File: src/hw/supply_supervisor_consts.vh
// Purpose: Constants shared by the supply supervisor mode control files.
// Assumes: 40 MHz system clock, 25 ns period.
// Notes: Times are kept in nanoseconds; cycle counts derive from them.
`ifndef SUPPLY_SUPERVISOR_CONSTS_VH
`define SUPPLY_SUPERVISOR_CONSTS_VH

// Clock period in nanoseconds.
`define SSV_CLK_PERIOD_NS 25
// Full performance event masking and settling time in nanoseconds.
`define SSV_FULL_PERF_DELAY_NS 2000
// Normal mode settling and wakeup mask time in nanoseconds.
`define SSV_NORMAL_DELAY_NS 150000
// Cycle counts (least times round up).
`define SSV_FULL_PERF_CYCLES ((`SSV_FULL_PERF_DELAY_NS + `SSV_CLK_PERIOD_NS - 1) / `SSV_CLK_PERIOD_NS)
`define SSV_NORMAL_CYCLES ((`SSV_NORMAL_DELAY_NS + `SSV_CLK_PERIOD_NS - 1) / `SSV_CLK_PERIOD_NS)
// Comparator state encoding.
`define SSV_STATE_OFF 2'h0
`define SSV_STATE_NORMAL 2'h1
`define SSV_STATE_FULL 2'h2
// Power mode encoding from the sequencer.
`define SSV_PM_ACTIVE 3'h0
`define SSV_PM_LPM1 3'h1
`define SSV_PM_LOW_POWER_MODE_2 3'h2
`define SSV_PM_LOW_POWER_MODE_3 3'h3
`define SSV_PM_LOW_POWER_MODE_4 3'h4
// Counter width.
`define SSV_CNT_W 13

`endif

File: src/hw/comparator_state_select.v
// Purpose: Picks the operating state of one supervisor or monitor comparator.
// Assumes: Inputs are static configuration and the current power mode.
// Notes: Pure combinational; one instance per comparator.
`timescale 1ns/1ps
`include "supply_supervisor_consts.vh"

module comparator_state_select #(
  parameter IS_SUPERVISOR = 1
) (
  // Configuration.
  input wire enable,
  input wire keep,
  input wire full_perf,
  input wire auto_control,
  // Mode.
  input wire deep_sleep,
  // Result.
  output reg [1:0] state
);

  // Active state follows the full performance select.
  wire [1:0] active_state;
  assign active_state = full_perf ? `SSV_STATE_FULL : `SSV_STATE_NORMAL;

  // Table of states for active, manual deep sleep and automatic deep sleep.
  always @* begin
    state = `SSV_STATE_OFF;
    if (!enable) begin
      state = `SSV_STATE_OFF;
    end else if (!deep_sleep) begin
      state = active_state;
    end else if (IS_SUPERVISOR != 0) begin
      if (!auto_control) begin
        // Keep bit clear drops the comparator on deep sleep entry.
        state = keep ? active_state : `SSV_STATE_OFF;
      end else begin
        state = (keep && full_perf) ? `SSV_STATE_NORMAL : `SSV_STATE_OFF;
      end
    end else begin
      if (!auto_control) begin
        state = active_state;
      end else begin
        state = full_perf ? `SSV_STATE_NORMAL : `SSV_STATE_OFF;
      end
    end
  end

endmodule // comparator_state_select

File: src/hw/settle_timer.v
// Purpose: Down counter for a settling or masking delay.
// Assumes: A start pulse loads the count; busy stays high until zero.
// Notes: Restart while running reloads the count.
`timescale 1ns/1ps
`include "supply_supervisor_consts.vh"

module settle_timer #(
  parameter CNT_W = `SSV_CNT_W
) (
  // Clock and reset.
  input wire clk,
  input wire rst_b,
  // Control.
  input wire start,
  input wire [CNT_W-1:0] load_value,
  // Status.
  output wire busy
);

  // Remaining cycles of the delay.
  reg [CNT_W-1:0] count_r;
  reg [CNT_W-1:0] count_nxt;

  // Load on start, otherwise count down to zero.
  always @* begin
    count_nxt = count_r;
    if (start) begin
      count_nxt = load_value;
    end else if (count_r != {CNT_W{1'b0}}) begin
      count_nxt = count_r - {{(CNT_W-1){1'b0}}, 1'b1};
    end
  end

  // Counter register.
  always @(posedge clk or negedge rst_b) begin
    if (!rst_b) begin
      count_r <= {CNT_W{1'b0}};
    end else begin
      count_r <= count_nxt;
    end
  end

  assign busy = (count_r != {CNT_W{1'b0}});

endmodule // settle_timer

File: src/hw/supply_supervisor_mode_control.v
// Purpose: Mode control of the low side and high side supply supervisors and monitors.
// Assumes: Inputs are synchronous to clk; software sets configuration ports.
// Notes: Analog comparators sit outside; their raw fault levels come in here.
//
// Notes on behaviour
// - Full performance enable masks faults two microseconds.
// - Fault sets flag; reset only if enabled.
// - Flags set: tri-state I/O until settled.
// - Keep clear: supervisor off in deep sleep.
// - Any reset re-enables both supervisors.
// - Normal low side: 150 us wake mask.
// - Low side off or full: 2 us mask.
// - Sub-main clock from oscillator never masked.
// - Normal low supervisor settles about 150 us.
// - Supervisor state table per enable, keep, mode.
// - Monitor state table per enable, mode, control.
// - Normal low side means slow wakeup.
// - High supervisor normal, keep clear: off.
`timescale 1ns/1ps
`include "supply_supervisor_consts.vh"

module supply_supervisor_mode_control #(
  parameter CNT_W = `SSV_CNT_W,
  parameter FULL_CYCLES = `SSV_FULL_PERF_CYCLES,
  parameter NORMAL_CYCLES = `SSV_NORMAL_CYCLES
) (
  // Clock and reset.
  input wire clk,
  input wire rst_b,
  input wire soft_reset,
  // Low side control register fields.
  input wire low_side_control_write,
  input wire low_supervisor_enable_in,
  input wire low_supervisor_keep,
  input wire low_supervisor_full_perf,
  input wire low_monitor_enable,
  input wire low_monitor_full_perf,
  input wire low_side_auto_control,
  input wire low_supervisor_reset_enable,
  // High side control register fields.
  input wire high_side_control_write,
  input wire high_supervisor_enable_in,
  input wire high_supervisor_keep,
  input wire high_supervisor_full_perf,
  input wire high_monitor_enable,
  input wire high_monitor_full_perf,
  input wire high_side_auto_control,
  input wire high_supervisor_reset_enable,
  // Fault flag clears from software.
  input wire low_fault_flag_clear,
  input wire high_fault_flag_clear,
  // Raw comparator faults.
  input wire low_supervisor_fault_raw,
  input wire high_supervisor_fault_raw,
  // Power mode sequencer.
  input wire [2:0] power_mode,
  input wire sub_main_clock_from_osc,
  // Comparator states.
  output wire [1:0] low_supervisor_state,
  output wire [1:0] low_monitor_state,
  output wire [1:0] high_supervisor_state,
  output wire [1:0] high_monitor_state,
  // Status.
  output reg low_supervisor_enable,
  output reg high_supervisor_enable,
  output reg low_supervisor_fault_flag,
  output reg high_supervisor_fault_flag,
  output wire low_settle_pending_flag,
  output wire high_settle_pending_flag,
  output reg power_on_reset_req,
  output wire gpio_hiz,
  output wire slow_wakeup,
  output wire cpu_exec_mask,
  output wire sub_main_clock_mask
);

  ////////////////////////////////////////////////////////////////////////////
  // Mode decode.

  // Deep sleep covers modes 2, 3 and 4.
  wire deep_sleep;
  assign deep_sleep = (power_mode == `SSV_PM_LOW_POWER_MODE_2) || (power_mode == `SSV_PM_LOW_POWER_MODE_3) ||
    (power_mode == `SSV_PM_LOW_POWER_MODE_4);
  // Modes 3 and 4 carry the CPU wakeup mask.
  wire deep_34;
  assign deep_34 = (power_mode == `SSV_PM_LOW_POWER_MODE_3) || (power_mode == `SSV_PM_LOW_POWER_MODE_4);
  // Previous deep flags for wake edge detection.
  reg deep_sleep_r;
  reg deep_34_r;

  ////////////////////////////////////////////////////////////////////////////
  // Supervisor enables.

  // Both supervisors come up enabled after any reset.
  always @(posedge clk or negedge rst_b) begin
    if (!rst_b) begin
      low_supervisor_enable <= 1'b1;
      high_supervisor_enable <= 1'b1;
    end else if (soft_reset) begin
      low_supervisor_enable <= 1'b1;
      high_supervisor_enable <= 1'b1;
    end else begin
      if (low_side_control_write) begin
        low_supervisor_enable <= low_supervisor_enable_in;
      end
      if (high_side_control_write) begin
        high_supervisor_enable <= high_supervisor_enable_in;
      end
    end
  end

  ////////////////////////////////////////////////////////////////////////////
  // State selection.

  comparator_state_select #(.IS_SUPERVISOR(1)) u_low_sup (
    .enable(low_supervisor_enable),
    .keep(low_supervisor_keep),
    .full_perf(low_supervisor_full_perf),
    .auto_control(low_side_auto_control),
    .deep_sleep(deep_sleep),
    .state(low_supervisor_state)
  );

  comparator_state_select #(.IS_SUPERVISOR(0)) u_low_mon (
    .enable(low_monitor_enable),
    .keep(1'b0),
    .full_perf(low_monitor_full_perf),
    .auto_control(low_side_auto_control),
    .deep_sleep(deep_sleep),
    .state(low_monitor_state)
  );

  comparator_state_select #(.IS_SUPERVISOR(1)) u_high_sup (
    .enable(high_supervisor_enable),
    .keep(high_supervisor_keep),
    .full_perf(high_supervisor_full_perf),
    .auto_control(high_side_auto_control),
    .deep_sleep(deep_sleep),
    .state(high_supervisor_state)
  );

  comparator_state_select #(.IS_SUPERVISOR(0)) u_high_mon (
    .enable(high_monitor_enable),
    .keep(1'b0),
    .full_perf(high_monitor_full_perf),
    .auto_control(high_side_auto_control),
    .deep_sleep(deep_sleep),
    .state(high_monitor_state)
  );

  ////////////////////////////////////////////////////////////////////////////
  // Settling and masking delays.

  // Previous supervisor states, to spot a comparator turning on.
  reg [1:0] low_state_r;
  reg [1:0] high_state_r;

  always @(posedge clk or negedge rst_b) begin
    if (!rst_b) begin
      low_state_r <= `SSV_STATE_OFF;
      high_state_r <= `SSV_STATE_OFF;
      deep_sleep_r <= 1'b0;
      deep_34_r <= 1'b0;
    end else begin
      low_state_r <= low_supervisor_state;
      high_state_r <= high_supervisor_state;
      deep_sleep_r <= deep_sleep;
      deep_34_r <= deep_34;
    end
  end

  // A supervisor that leaves off needs its own masking delay.
  wire low_turn_on;
  wire high_turn_on;
  assign low_turn_on = (low_state_r == `SSV_STATE_OFF) && (low_supervisor_state != `SSV_STATE_OFF);
  assign high_turn_on = (high_state_r == `SSV_STATE_OFF) && (high_supervisor_state != `SSV_STATE_OFF);

  // Delay length follows the performance mode of the supervisor.
  wire [CNT_W-1:0] low_load;
  wire [CNT_W-1:0] high_load;
  assign low_load = (low_supervisor_state == `SSV_STATE_FULL) ? FULL_CYCLES[CNT_W-1:0] :
    NORMAL_CYCLES[CNT_W-1:0];
  assign high_load = (high_supervisor_state == `SSV_STATE_FULL) ? FULL_CYCLES[CNT_W-1:0] :
    NORMAL_CYCLES[CNT_W-1:0];

  wire low_busy;
  wire high_busy;

  settle_timer #(.CNT_W(CNT_W)) u_low_timer (
    .clk(clk),
    .rst_b(rst_b),
    .start(low_side_control_write | low_turn_on),
    .load_value(low_load),
    .busy(low_busy)
  );

  settle_timer #(.CNT_W(CNT_W)) u_high_timer (
    .clk(clk),
    .rst_b(rst_b),
    .start(high_side_control_write | high_turn_on),
    .load_value(high_load),
    .busy(high_busy)
  );

  // Pending flags show the delay, and rise in the cycle after the write, not in the write cycle itself.
  assign low_settle_pending_flag = low_busy;
  assign high_settle_pending_flag = high_busy;

  ////////////////////////////////////////////////////////////////////////////
  // Fault flags and reset request.

  // Faults count only from a running, settled supervisor.
  wire low_fault_ev;
  wire high_fault_ev;
  assign low_fault_ev = low_supervisor_fault_raw && !low_busy && !low_turn_on &&
    (low_supervisor_state != `SSV_STATE_OFF);
  assign high_fault_ev = high_supervisor_fault_raw && !high_busy && !high_turn_on &&
    (high_supervisor_state != `SSV_STATE_OFF);

  // Set wins over a clear in the same cycle so no event is lost.
  always @(posedge clk or negedge rst_b) begin
    if (!rst_b) begin
      low_supervisor_fault_flag <= 1'b0;
      high_supervisor_fault_flag <= 1'b0;
      power_on_reset_req <= 1'b0;
    end else begin
      if (low_fault_ev) begin
        low_supervisor_fault_flag <= 1'b1;
      end else if (low_fault_flag_clear) begin
        low_supervisor_fault_flag <= 1'b0;
      end
      if (high_fault_ev) begin
        high_supervisor_fault_flag <= 1'b1;
      end else if (high_fault_flag_clear) begin
        high_supervisor_fault_flag <= 1'b0;
      end
      // Reset request is a registered copy of the fault events, gated by the reset enables.
      power_on_reset_req <= (low_fault_ev && low_supervisor_reset_enable) ||
        (high_fault_ev && high_supervisor_reset_enable);
    end
  end

  // I/O float while a side's flag is up and that side's supervisor timer is still settling.
  assign gpio_hiz = (low_supervisor_fault_flag && low_busy) ||
    (high_supervisor_fault_flag && high_busy);

  ////////////////////////////////////////////////////////////////////////////
  // Wakeup masking.

  // Any enabled low side comparator with full performance clear forces slow wakeup.
  assign slow_wakeup = (low_supervisor_state == `SSV_STATE_NORMAL && !deep_sleep) ||
    (low_monitor_state == `SSV_STATE_NORMAL && !deep_sleep) ||
    (low_supervisor_enable && !low_supervisor_full_perf) ||
    (low_monitor_enable && !low_monitor_full_perf);

  // Wake from modes 3 and 4 into a non deep mode.
  wire wake_34;
  assign wake_34 = deep_34_r && !deep_sleep;

  // The wake cycle itself is masked too, so the timer runs one cycle less than the full mask.
  localparam integer WAKE_LONG_I = NORMAL_CYCLES - 1;
  localparam integer WAKE_SHORT_I = FULL_CYCLES - 1;

  // Mask length: long for slow wakeup, short otherwise.
  wire [CNT_W-1:0] wake_load;
  assign wake_load = slow_wakeup ? WAKE_LONG_I[CNT_W-1:0] : WAKE_SHORT_I[CNT_W-1:0];

  wire wake_busy;

  settle_timer #(.CNT_W(CNT_W)) u_wake_timer (
    .clk(clk),
    .rst_b(rst_b),
    .start(wake_34),
    .load_value(wake_load),
    .busy(wake_busy)
  );

  // The CPU is held from the wake cycle until the mask ends.
  assign cpu_exec_mask = wake_34 | wake_busy;

  // The sub-main clock is gated only when it does not come from the oscillator.
  assign sub_main_clock_mask = cpu_exec_mask && !sub_main_clock_from_osc;

endmodule // supply_supervisor_mode_control

File: config.mk
export PLATFORM = sky130hd
export DESIGN_NAME = supply_supervisor_mode_control
export DESIGN_NICKNAME = d
export VERILOG_FILES = /design/src/hw/comparator_state_select.v /design/src/hw/settle_timer.v /design/src/hw/supply_supervisor_mode_control.v
export VERILOG_INCLUDE_DIRS = /design/src /design/src/hw
export SDC_FILE = /design/constraint.sdc
export NUM_CORES = 1
export LEC_CHECK = 0
export ABC_AREA = 1
export BUFFER_PORTS_ARGS = -buffer_cell sky130_fd_sc_hd__clkbuf_2
export CAP_MARGIN = 20
export CORE_UTILIZATION = 51
export DETAILED_ROUTE_END_ITERATION = 7
export PLACE_DENSITY = 0.73
export REMOVE_ABC_BUFFERS = 1
export SLEW_MARGIN = 30
export SYNTH_ARGS = -nofsm -noshare
export SYNTH_HDL_FRONTEND = slang
export SYNTH_SLANG_ARGS = --single-unit
File: constraint.sdc
create_clock -name clk -period 1.67 [get_ports clk]
set_input_delay 0.0835 -clock clk [delete_from_list [all_inputs] [get_ports clk]]
set_output_delay 0.0835 -clock clk [all_outputs]
set_load 0.005 [all_outputs]
# After elaboration in Yosys (flattened, before gate mapping)
# Index checks and enable logic that the tools add are counted.
totals:
  regBits: 49
  inputBits: 27
  out_inout_bits: 19
  elab_cells: 113
classes:
  n_addsub: 3
  n_eq_ne: 7
  muxes: 39
  n_bitwise: 3
  n_reduce_logical: 50
op_table:
  columns: ["cell", "n"]
  rows:
  - ["$mux W13", 9]
  - ["$reduce_bool A13 Y1", 3]
  - ["$sub A13 B1 Y13 const B", 3]
  - ["$mux W2", 18]
  - ["$logic_and A1 B1 Y1", 20]
  - ["$reduce_bool A2 Y1", 9]
  - ["$mux W1", 12]
  - ["$logic_not A1 Y1", 8]
  - ["$logic_or A1 B1 Y1", 8]
  - ["$eq A3 B2 Y1 const B", 2]
  - ["$eq A2 B1 Y1 const B", 2]
  - ["$eq A2 B2 Y1 const B", 2]
  - ["$logic_not A2 Y1", 2]
  - ["$eq A3 B3 Y1 const B", 1]
  - ["$or A1 B1 Y1", 3]

# Depth between registers and ports, before layout
# Gate-level depths: netlist (run 1).
logic_depth:
  word_depth: 12
  depth_mapped: 10
  ltp_nobuf: 10

# Modules after synthesis
# From an unflattened synthesis (run 1), not the netlist that was laid out.
unflattened:
  cells_unflattened: 536
  area_unflattened_um2: 3639.7
modules_own_cells:
  columns: ["module", "instances", "cells_per_inst", "area_each_um2", "seq_area_each_um2"]
  rows:
  - ["settle_timer", 3, 144, 975.9, 325.3]
  - ["supply_supervisor_mode_control", 1, 64, 504.2, 252.7]
  - ["comparator_state_select at u_high_sup ...", 2, 10, 53.8, 0.0]
  - ["comparator_state_select at u_high_mon ...", 2, 10, 50.0, 0.0]

# Worst setup path before layout (run 1)
# Ideal clock, no wire load.
synth_path:
  path_kind: "flip-flop to flip-flop"
  start: "register u_wake_timer.count_r[0]"
  end: "register u_wake_timer.count_r[3]"
  setup_ps: 119
  arrival_ps: 1376
  required_ps: 1551
  setup_slack_ps: 175
  path_stages_with_launch: 10
  synth_period_minus_slack_ps: 1495
  path_cell_list: "dfrtp_1 -> inv_1 -> ha_1 -> nand2_1 -> nor2_2 -> nand3_2 -> nor2_2 -> nor3_1 -> nor2_1 -> nand2_1"
synth_between:
  elab_chain_cells: 3
  word_cells_on_any_way: 5
  classes_between: "add/sub: 1; mux: 2; reduce/logical: 2"
synth_rtl:
  columns: ["item", "line", "source"]
  rows:
  - ["start: declaration", "settle_timer.v:21", "reg [CNT_W-1:0] count_r;"]
  - ["start signal: assignment", "settle_timer.v:37", "count_r <= {CNT_W{1'b0}};"]
  - ["start signal: assignment", "settle_timer.v:39", "count_r <= count_nxt;"]
  - ["$sub A13 B1 Y13", "settle_timer.v:30", "count_nxt = count_r - {{(CNT_W-1){1'b0}}, 1'b1};"]
  - ["$mux W13", "settle_timer.v:29", "end else if (count_r != {CNT_W{1'b0}}) begin"]
  - ["$mux W13", "settle_timer.v:27", "if (start) begin"]
# Parallel ways exist; a longest one is shown, timed or not. The select of a mux whose other input is x is not followed.
# A chain may end at the register's enable or synchronous reset.

# Worst setup path in the final report (run 1)
layout_path:
  start: "register u_wake_timer.count_r[3]"
  end: "output cpu_exec_mask"
layout_between:
  elab_chain_cells: 2
layout_rtl:
  columns: ["item", "line", "source"]
  rows:
  - ["$reduce_bool A13 Y1", "settle_timer.v:43", "assign busy = (count_r != {CNT_W{1'b0}});"]
  - ["$or A1 B1 Y1", "supply_supervisor_mode_control.v:279", "assign cpu_exec_mask = wake_34 | wake_busy;"]
  - ["end: declaration", "supply_supervisor_mode_control.v:73", "output wire cpu_exec_mask,"]
# No other way between the ends.

==> results.sh, run 1 <==
export IMPL_outcome="complete, but fails checks"
export IMPL_failed_checks="setup timing"
export IMPL_antenna_found_initial=0
export IMPL_pre_cts_slack_ns=0.0437
export IMPL_peakVddDrop_uv=515
export IMPL_r2r_start="u_wake_timer.count_r[3]"
export IMPL_final_net_count=500
export IMPL_antennaDiodeCount=0
export IMPL_clk_pin_slew_ns=0.09
export IMPL_ys_warn_count=0
export IMPL_area_growth_pct=27.8
export IMPL_vias_per_cell=5.15
export IMPL_r2r_end="u_wake_timer.count_r[6]"
export IMPL_drtIter0Drc=179
export IMPL_max_cap_violations=0
export IMPL_ios=46
export IMPL_ant_nets=0
export IMPL_place_area_um2=3330
export IMPL_root_buffer="clkbuf_8"
export IMPL_ys_top_cells_by_area="dfrtp_1 39%, nand2_1 10%, nor2_1 5.8%, inv_1 5.6%, nand3_1 5.5%"
export IMPL_crit_fanout=4
export IMPL_clk_latency_ns=0.30
export IMPL_worst_setup_path_end_kind="output port"
export IMPL_final_common_cell="nand2_1"
export IMPL_max_freq_ghz=0.563
export IMPL_relSlewSlack_pct=76.9
export IMPL_dieArea_um2=6180
export IMPL_rsz0062_at_grt="yes"
export IMPL_tns_ns=-0.157
export IMPL_rows=27
export IMPL_grt_usage_pct=22.9
export IMPL_setup_violations_final=2
export IMPL_initial_utilization_pct=53.7
export IMPL_post_drt_wl_per_cell_um=12.8
export IMPL_regToRegSetupSlack_ns=0.06
export IMPL_yosys_area_top_type="dfrtp_1"
export IMPL_critical_path_class="reg2out"
export IMPL_ys_ff_latch=49
export IMPL_min_period_over_period_pct=106
export IMPL_power_density_nw_per_um2=963
export IMPL_p_leak_nw=1.88
export IMPL_grt_max_degree=50
export IMPL_drive_gt1_share_pct=30.2
export IMPL_yosysSeqAreaShare_pct=41.0
export IMPL_core_um2=5570
export IMPL_cp_endpoint="cpu_exec_mask"
export IMPL_die_w_um=78.6
export IMPL_gr_total_overflow=0
export IMPL_slew_viol_final=0
export IMPL_worstRegToRegCells=9
export IMPL_fp_dieH_um=78.6
export IMPL_drc_errors=0
export IMPL_worst_pin_slew_ns=0.344
export IMPL_clock_skew_ns=0.00919
export IMPL_cp_data_arrival_time_ns=1.69
export IMPL_startpoint_type="register"
export IMPL_numCtsBuffers=5
export IMPL_routed_wl_um=6920
export IMPL_synthCells=380
export IMPL_portBuffers=45
export IMPL_cts_buffer_depth=2
export IMPL_design_area_um2=3830
export IMPL_syn_area_um2=3000
export IMPL_grt_pass1_vias=2557
export IMPL_clock_sinks=49
export IMPL_vias=2776
export IMPL_yosysUniqueCellTypes=34
export IMPL_hp_class="in2reg"
export IMPL_grt_first_pass_wirelength_um=11200
export IMPL_firstDrtPassIters=4
export IMPL_syn_avg_cell_area_um2=7.88
export IMPL_crit_required_ns=1.59
export IMPL_dp_hpwl_um=4600
export IMPL_finalHoldViolCount=0
export IMPL_gp_congestion=0.864
export IMPL_cts_tree="done"
export IMPL_netlist_area_leader_share_pct=39.3
export IMPL_crit_start="u_wake_timer.count_r[3]"
export IMPL_layout_common_cells="78 x nand2_1, 45 x dfrtp_1, 45 x clkbuf_2, 42 x inv_1, 37 x nor2_1"
export IMPL_finalCriticalPeriod_ns=1.78
export IMPL_setup_ws_ns=-0.106
export IMPL_htreeDepth=2
logic make-up (layout without fill, tap and decap cells):
group	count (synthesis)	after routing	synth area share, %
adders and majority gates	7	7	2.92
xor gates and xnor gates	18	18	5.26
and+or+nand+nor	209	209	35.8
buffers and inverters	50	137	6.89
DFF	49	49	41.0
AOI/OAI and AO/OA	47	47	8.10
how the worst min path moves through the flow:
stage	startpoint	end	slack (ns)	cells past startpoint
global placement	rst_b	u_low_timer.count_r[6]	0.1	2
floorplan	rst_b	deep_34_r	-0.21	0
global route	low_supervisor_enable_in	low_supervisor_enable	0.005	3
CTS	low_supervisor_enable_in	low_supervisor_enable	0.004	3
detailed placement	rst_b	u_low_timer.count_r[6]	0.1	2
finish	soft_reset	low_supervisor_enable	0.008	3
timing repair:
item / in CTS / in global routing
cloned: 0 / 1
endpoints found under the hold margin: 51 / 0
endpoints found under the setup margin: 4 / 23
setup buffers: 13 / 14
resized for setup: 11 / 21
pin swaps: 5 / 12
hold buffers: 6 / 0
flip-flops by register name, indices dropped and copies added, names as in the netlist, 2 cells and up:
| register | cells |
|---|---|
| high_state_r | 2 |
| u_low_timer.count_r | 13 |
| low_state_r | 2 |
| u_high_timer.count_r | 13 |
| u_wake_timer.count_r | 13 |
worst max-delay path, stage by stage, from the launching register on:
cell	delay, ns
dfrtp_1	0.44
nor2_2	0.18
nand2_4	0.08
nor2_4	0.18
nand2_2	0.11
nor3_4	0.20
nand3_2	0.09
clkbuf_2	0.12
area by class of cell:
class	count	area, um2
timing repair buffer	82	559
clock inverter	1	30.0
sequential	49	1230
multi-input combinational	281	1650
tap	72	90.1
fill	444	1750
clock buffer	7	86.3
inverter	47	176
per-layer routing:
| metal | share of wire [%] | vias to the layer above | track usage (%) |
|---|---|---|---|
| li1 | - | 1391 | - |
| met3 | 4.8 | 11 | 3.95 |
| met1 | 46 | 1297 | 29.6 |
| met5 | 0 | - | 0 |
| met4 | 1.5 | 0 | 7.96 |
| met2 | 48 | 77 | 38.3 |
power breakdown:
| group | internal (W) | switching [W] |
|---|---|---|
| sequential | 0.00139 | 0.000197 |
| clock | 0.000489 | 0.000391 |
| combinational | 0.000499 | 0.000715 |
| total | 0.00238 | 0.00130 |
stage by stage:
step                      instances  total power, W  util [%]  hold WS [ns]
after floorplan                 377         0.00231         -        -0.212
after global placement          499         0.00258      59.8        0.0979
after detailed placement        499         0.00261      59.8        0.0982
after CTS                       526         0.00360      65.4       0.00372
after global routing            539         0.00392      68.7       0.00546
final                           539         0.00368      68.7       0.00763
cell usage after synthesis:
| library cell | number |
|---|---|
| buf_6 | 2 |
| nand4_1 | 3 |
| nor2_1 | 46 |
| a22o_1 | 1 |
| nand3b_1 | 3 |
| buf_4 | 1 |
| nor2_2 | 5 |
| nor4_1 | 1 |
| nor3b_2 | 2 |
| o31ai_1 | 1 |
| nand3_2 | 3 |
| nor3_2 | 1 |
| ha_1 | 7 |
| nand2_1 | 82 |
| xnor2_1 | 5 |
| or2_0 | 1 |
| nand4_4 | 2 |
| nor2_4 | 5 |
| xor2_1 | 13 |
| dfrtp_1 | 47 |
| dfstp_2 | 2 |
| a21oi_1 | 29 |
| inv_1 | 45 |
| nand3_1 | 33 |
| or2_2 | 1 |
| o22ai_1 | 1 |
| nand2_2 | 8 |
| o21ai_1 | 1 |
| nand2_8 | 2 |
| nor3_1 | 6 |
| nand2_4 | 4 |
| o21ai_0 | 14 |
| or2_1 | 1 |
| inv_2 | 2 |
(Power assumes the default switching activity.)
==> inputs of run 2 (changes only) <==
Settings changed: BUFFER_PORTS_ARGS -buffer_cell sky130_fd_sc_hd__clkbuf_2 to -buffer_cell sky130_fd_sc_hd__buf_2.
==> run 2 against run 1 <==
Net effect:
- the flow still finishes with violations (setup timing)
- non-clock buffer count is 7 higher
- die area stayed put
- total power is 3.7% lower
- clock-buffer cell count stayed put
- highest routed layer unchanged
- largest cell class unchanged
- register-to-register slack worse by 0.15 ns
- global-route usage is 2.0 points higher
- sequential power hardly changed
==> results.sh, run 2 (synthesis gave the netlist of run 1 again) <==
export IMPL_max_freq_ghz=0.553
export IMPL_min_to="deep_34_r"
export IMPL_top_regs="u_high_timer.count_r (13), u_low_timer.count_r (13), u_wake_timer.count_r (13)"
export IMPL_root_buffer="clkbuf_8"
export IMPL_power_density_nw_per_um2=923
export IMPL_dieArea_um2=6180
export IMPL_relSlewSlack_pct=77.4
export IMPL_outcome="complete, but fails checks"
export IMPL_area_growth_pct=28.2
export IMPL_tns_ns=-0.530
export IMPL_cpPeakStageDelay_ns=0.42
export IMPL_final_core_util_pct=68.9
export IMPL_final_common_cell="nand2_1"
export IMPL_worstRegToRegCells=11
export IMPL_clock_skew_ns=0.00630
export IMPL_finalCriticalPeriod_ns=1.81
export IMPL_holdPathStages=3
export IMPL_critPathTopFamily="simple AND/OR/NAND/NOR gates"
export IMPL_cp_slowest_cell="dfrtp_1"
export IMPL_worst_setup_path_end_kind="output port"
export IMPL_drive_gt1_share_pct=31.3
export IMPL_p_leak_nw=1.88
export IMPL_rsz0062_at_grt="yes"
export IMPL_gr_total_overflow=0
export IMPL_r2r_end="u_wake_timer.count_r[11]"
export IMPL_cts_buffer_depth=2
export IMPL_startpoint_type="register"
export IMPL_layout_common_cells="79 x nand2_1, 46 x dfrtp_1, 45 x buf_2, 40 x inv_1, 39 x nor2_1"
export IMPL_initial_utilization_pct=53.7
export IMPL_failed_checks="setup timing"
export IMPL_max_cap_violations=0
export IMPL_firstDrtPassIters=5
export IMPL_min_period_over_period_pct=108
export IMPL_crit_fanout=4
export IMPL_grt_usage_pct=24.9
export IMPL_vias=2796
export IMPL_critical_path_class="reg2out"
export IMPL_power_total_w=0.00355
export IMPL_die_w_um=78.6
export IMPL_core_um2=5570
export IMPL_drtIter0Drc=196
export IMPL_final_net_count=507
export IMPL_drc_errors=0
export IMPL_grt_first_pass_wirelength_um=11900
export IMPL_grt_pass1_vias=2714
export IMPL_design_area_um2=3840
export IMPL_clk_latency_ns=0.31
export IMPL_worst_pin_slew_ns=0.339
export IMPL_setup_violations_final=6
export IMPL_crit_required_ns=1.59
export IMPL_post_drt_wl_per_cell_um=13.2
export IMPL_clock_sinks=49
export IMPL_numCtsBuffers=5
export IMPL_portBuffers=45
export IMPL_regToRegSetupSlack_ns=-0.09
export IMPL_setup_ws_ns=-0.138
export IMPL_htreeDepth=2
export IMPL_rows=27
export IMPL_fin_hold_ws_ns=0.0185
export IMPL_cts_tree="done"
export IMPL_dp_hpwl_um=4780
export IMPL_antennaDiodeCount=0
export IMPL_ant_nets=0
export IMPL_vias_per_cell=5.13
export IMPL_antenna_found_initial=0
export IMPL_grt_max_degree=50
export IMPL_ios=46
export IMPL_worstPathCellList="inv_2 -> ha_4 -> nand2_4 -> nor2_4 -> nand2_2 -> nor3_4 -> nand3_1 -> buf_2"
export IMPL_gp_congestion=0.874
export IMPL_clk_pin_slew_ns=0.09
export IMPL_finalHoldViolCount=0
export IMPL_critPathBufInv=2
export IMPL_place_area_um2=3350
export IMPL_cp_data_arrival_time_ns=1.72
export IMPL_fp_dieH_um=78.6
export IMPL_worstHoldStart="power_mode[0]"
export IMPL_hp_class="in2reg"
export IMPL_routed_wl_um=7170
export IMPL_peakVddDrop_uv=474
export IMPL_slew_viol_final=0
export IMPL_r2r_start="u_wake_timer.count_r[1]"
## run 2: power breakdown
group | internal, W | switching (W) | leakage [nW]
registers | 0.00140 | 0.000196 | 0.592
logic | 0.000526 | 0.000719 | 1.25
clock network | 0.000329 | 0.000382 | 0.0443
## run 2: area by class of cell
| type | count | area, um2 |
|---|---|---|
| fillers | 444 | 1730 |
| multi-input cells | 281 | 1660 |
| flip-flops and latches | 49 | 1230 |
| repair buffers | 89 | 601 |
| inverters | 47 | 176 |
| well taps | 72 | 90.1 |
| clock buffers | 7 | 86.3 |
## run 2: worst max-delay path by stage
| stage | start | endpoint | slack, ns | cells past startpoint |
|---|---|---|---|---|
| 4_1_cts | u_wake_timer.count_r[1] | sub_main_clock_mask | -0.02 | 9 |
| 3_3_place_gp | u_low_timer.count_r[5] | u_low_timer.count_r[6] | 0.07 | 7 |
| 2_1_floorplan | u_wake_timer.count_r[0] | u_wake_timer.count_r[3] | 0.17 | 9 |
| 5_1_grt | u_wake_timer.count_r[1] | cpu_exec_mask | -0.23 | 8 |
| 3_5_place_dp | u_low_timer.count_r[5] | u_low_timer.count_r[6] | 0.06 | 7 |
| 6_report | u_wake_timer.count_r[1] | cpu_exec_mask | -0.14 | 8 |
## run 2: repair_timing
item / CTS / global route
hold buffers: 7 / 0
gates cloned: 0 / 0
endpoints found under the setup margin: 5 / 18
buffers inserted: 19 / 13
resized for setup: 11 / 25
pin swaps: 4 / 13
endpoints found under the hold margin: 51 / 0
## run 2: worst register-to-register path, cell delays in order, from the launching register on
cell     delay, ns
dfrtp_1       0.42
inv_2         0.08
ha_4          0.14
nand2_4       0.07
nor2_4        0.18
buf_4         0.14
buf_4         0.10
buf_4         0.10
buf_4         0.09
nand4_1       0.16
inv_2         0.12
nor2_1        0.06
## run 2: layer usage
| layer | track usage, % | wire [um] | vias to the layer above |
|---|---|---|---|
| met3 | 5.23 | 393 | 8 |
| met5 | 0 | 0 | - |
| li1 | - | - | 1402 |
| met1 | 31.9 | 3240 | 1286 |
| met2 | 42.3 | 3470 | 100 |
| met4 | 6.85 | 66 | 0 |
## run 2: per-stage QoR
stage / setup slack [ns] / std cells
global placement: 0.0724 / 501
CTS: -0.0195 / 534
finish: -0.138 / 545
global route: -0.230 / 545
floorplan: 0.175 / 377
detailed placement: 0.0558 / 501
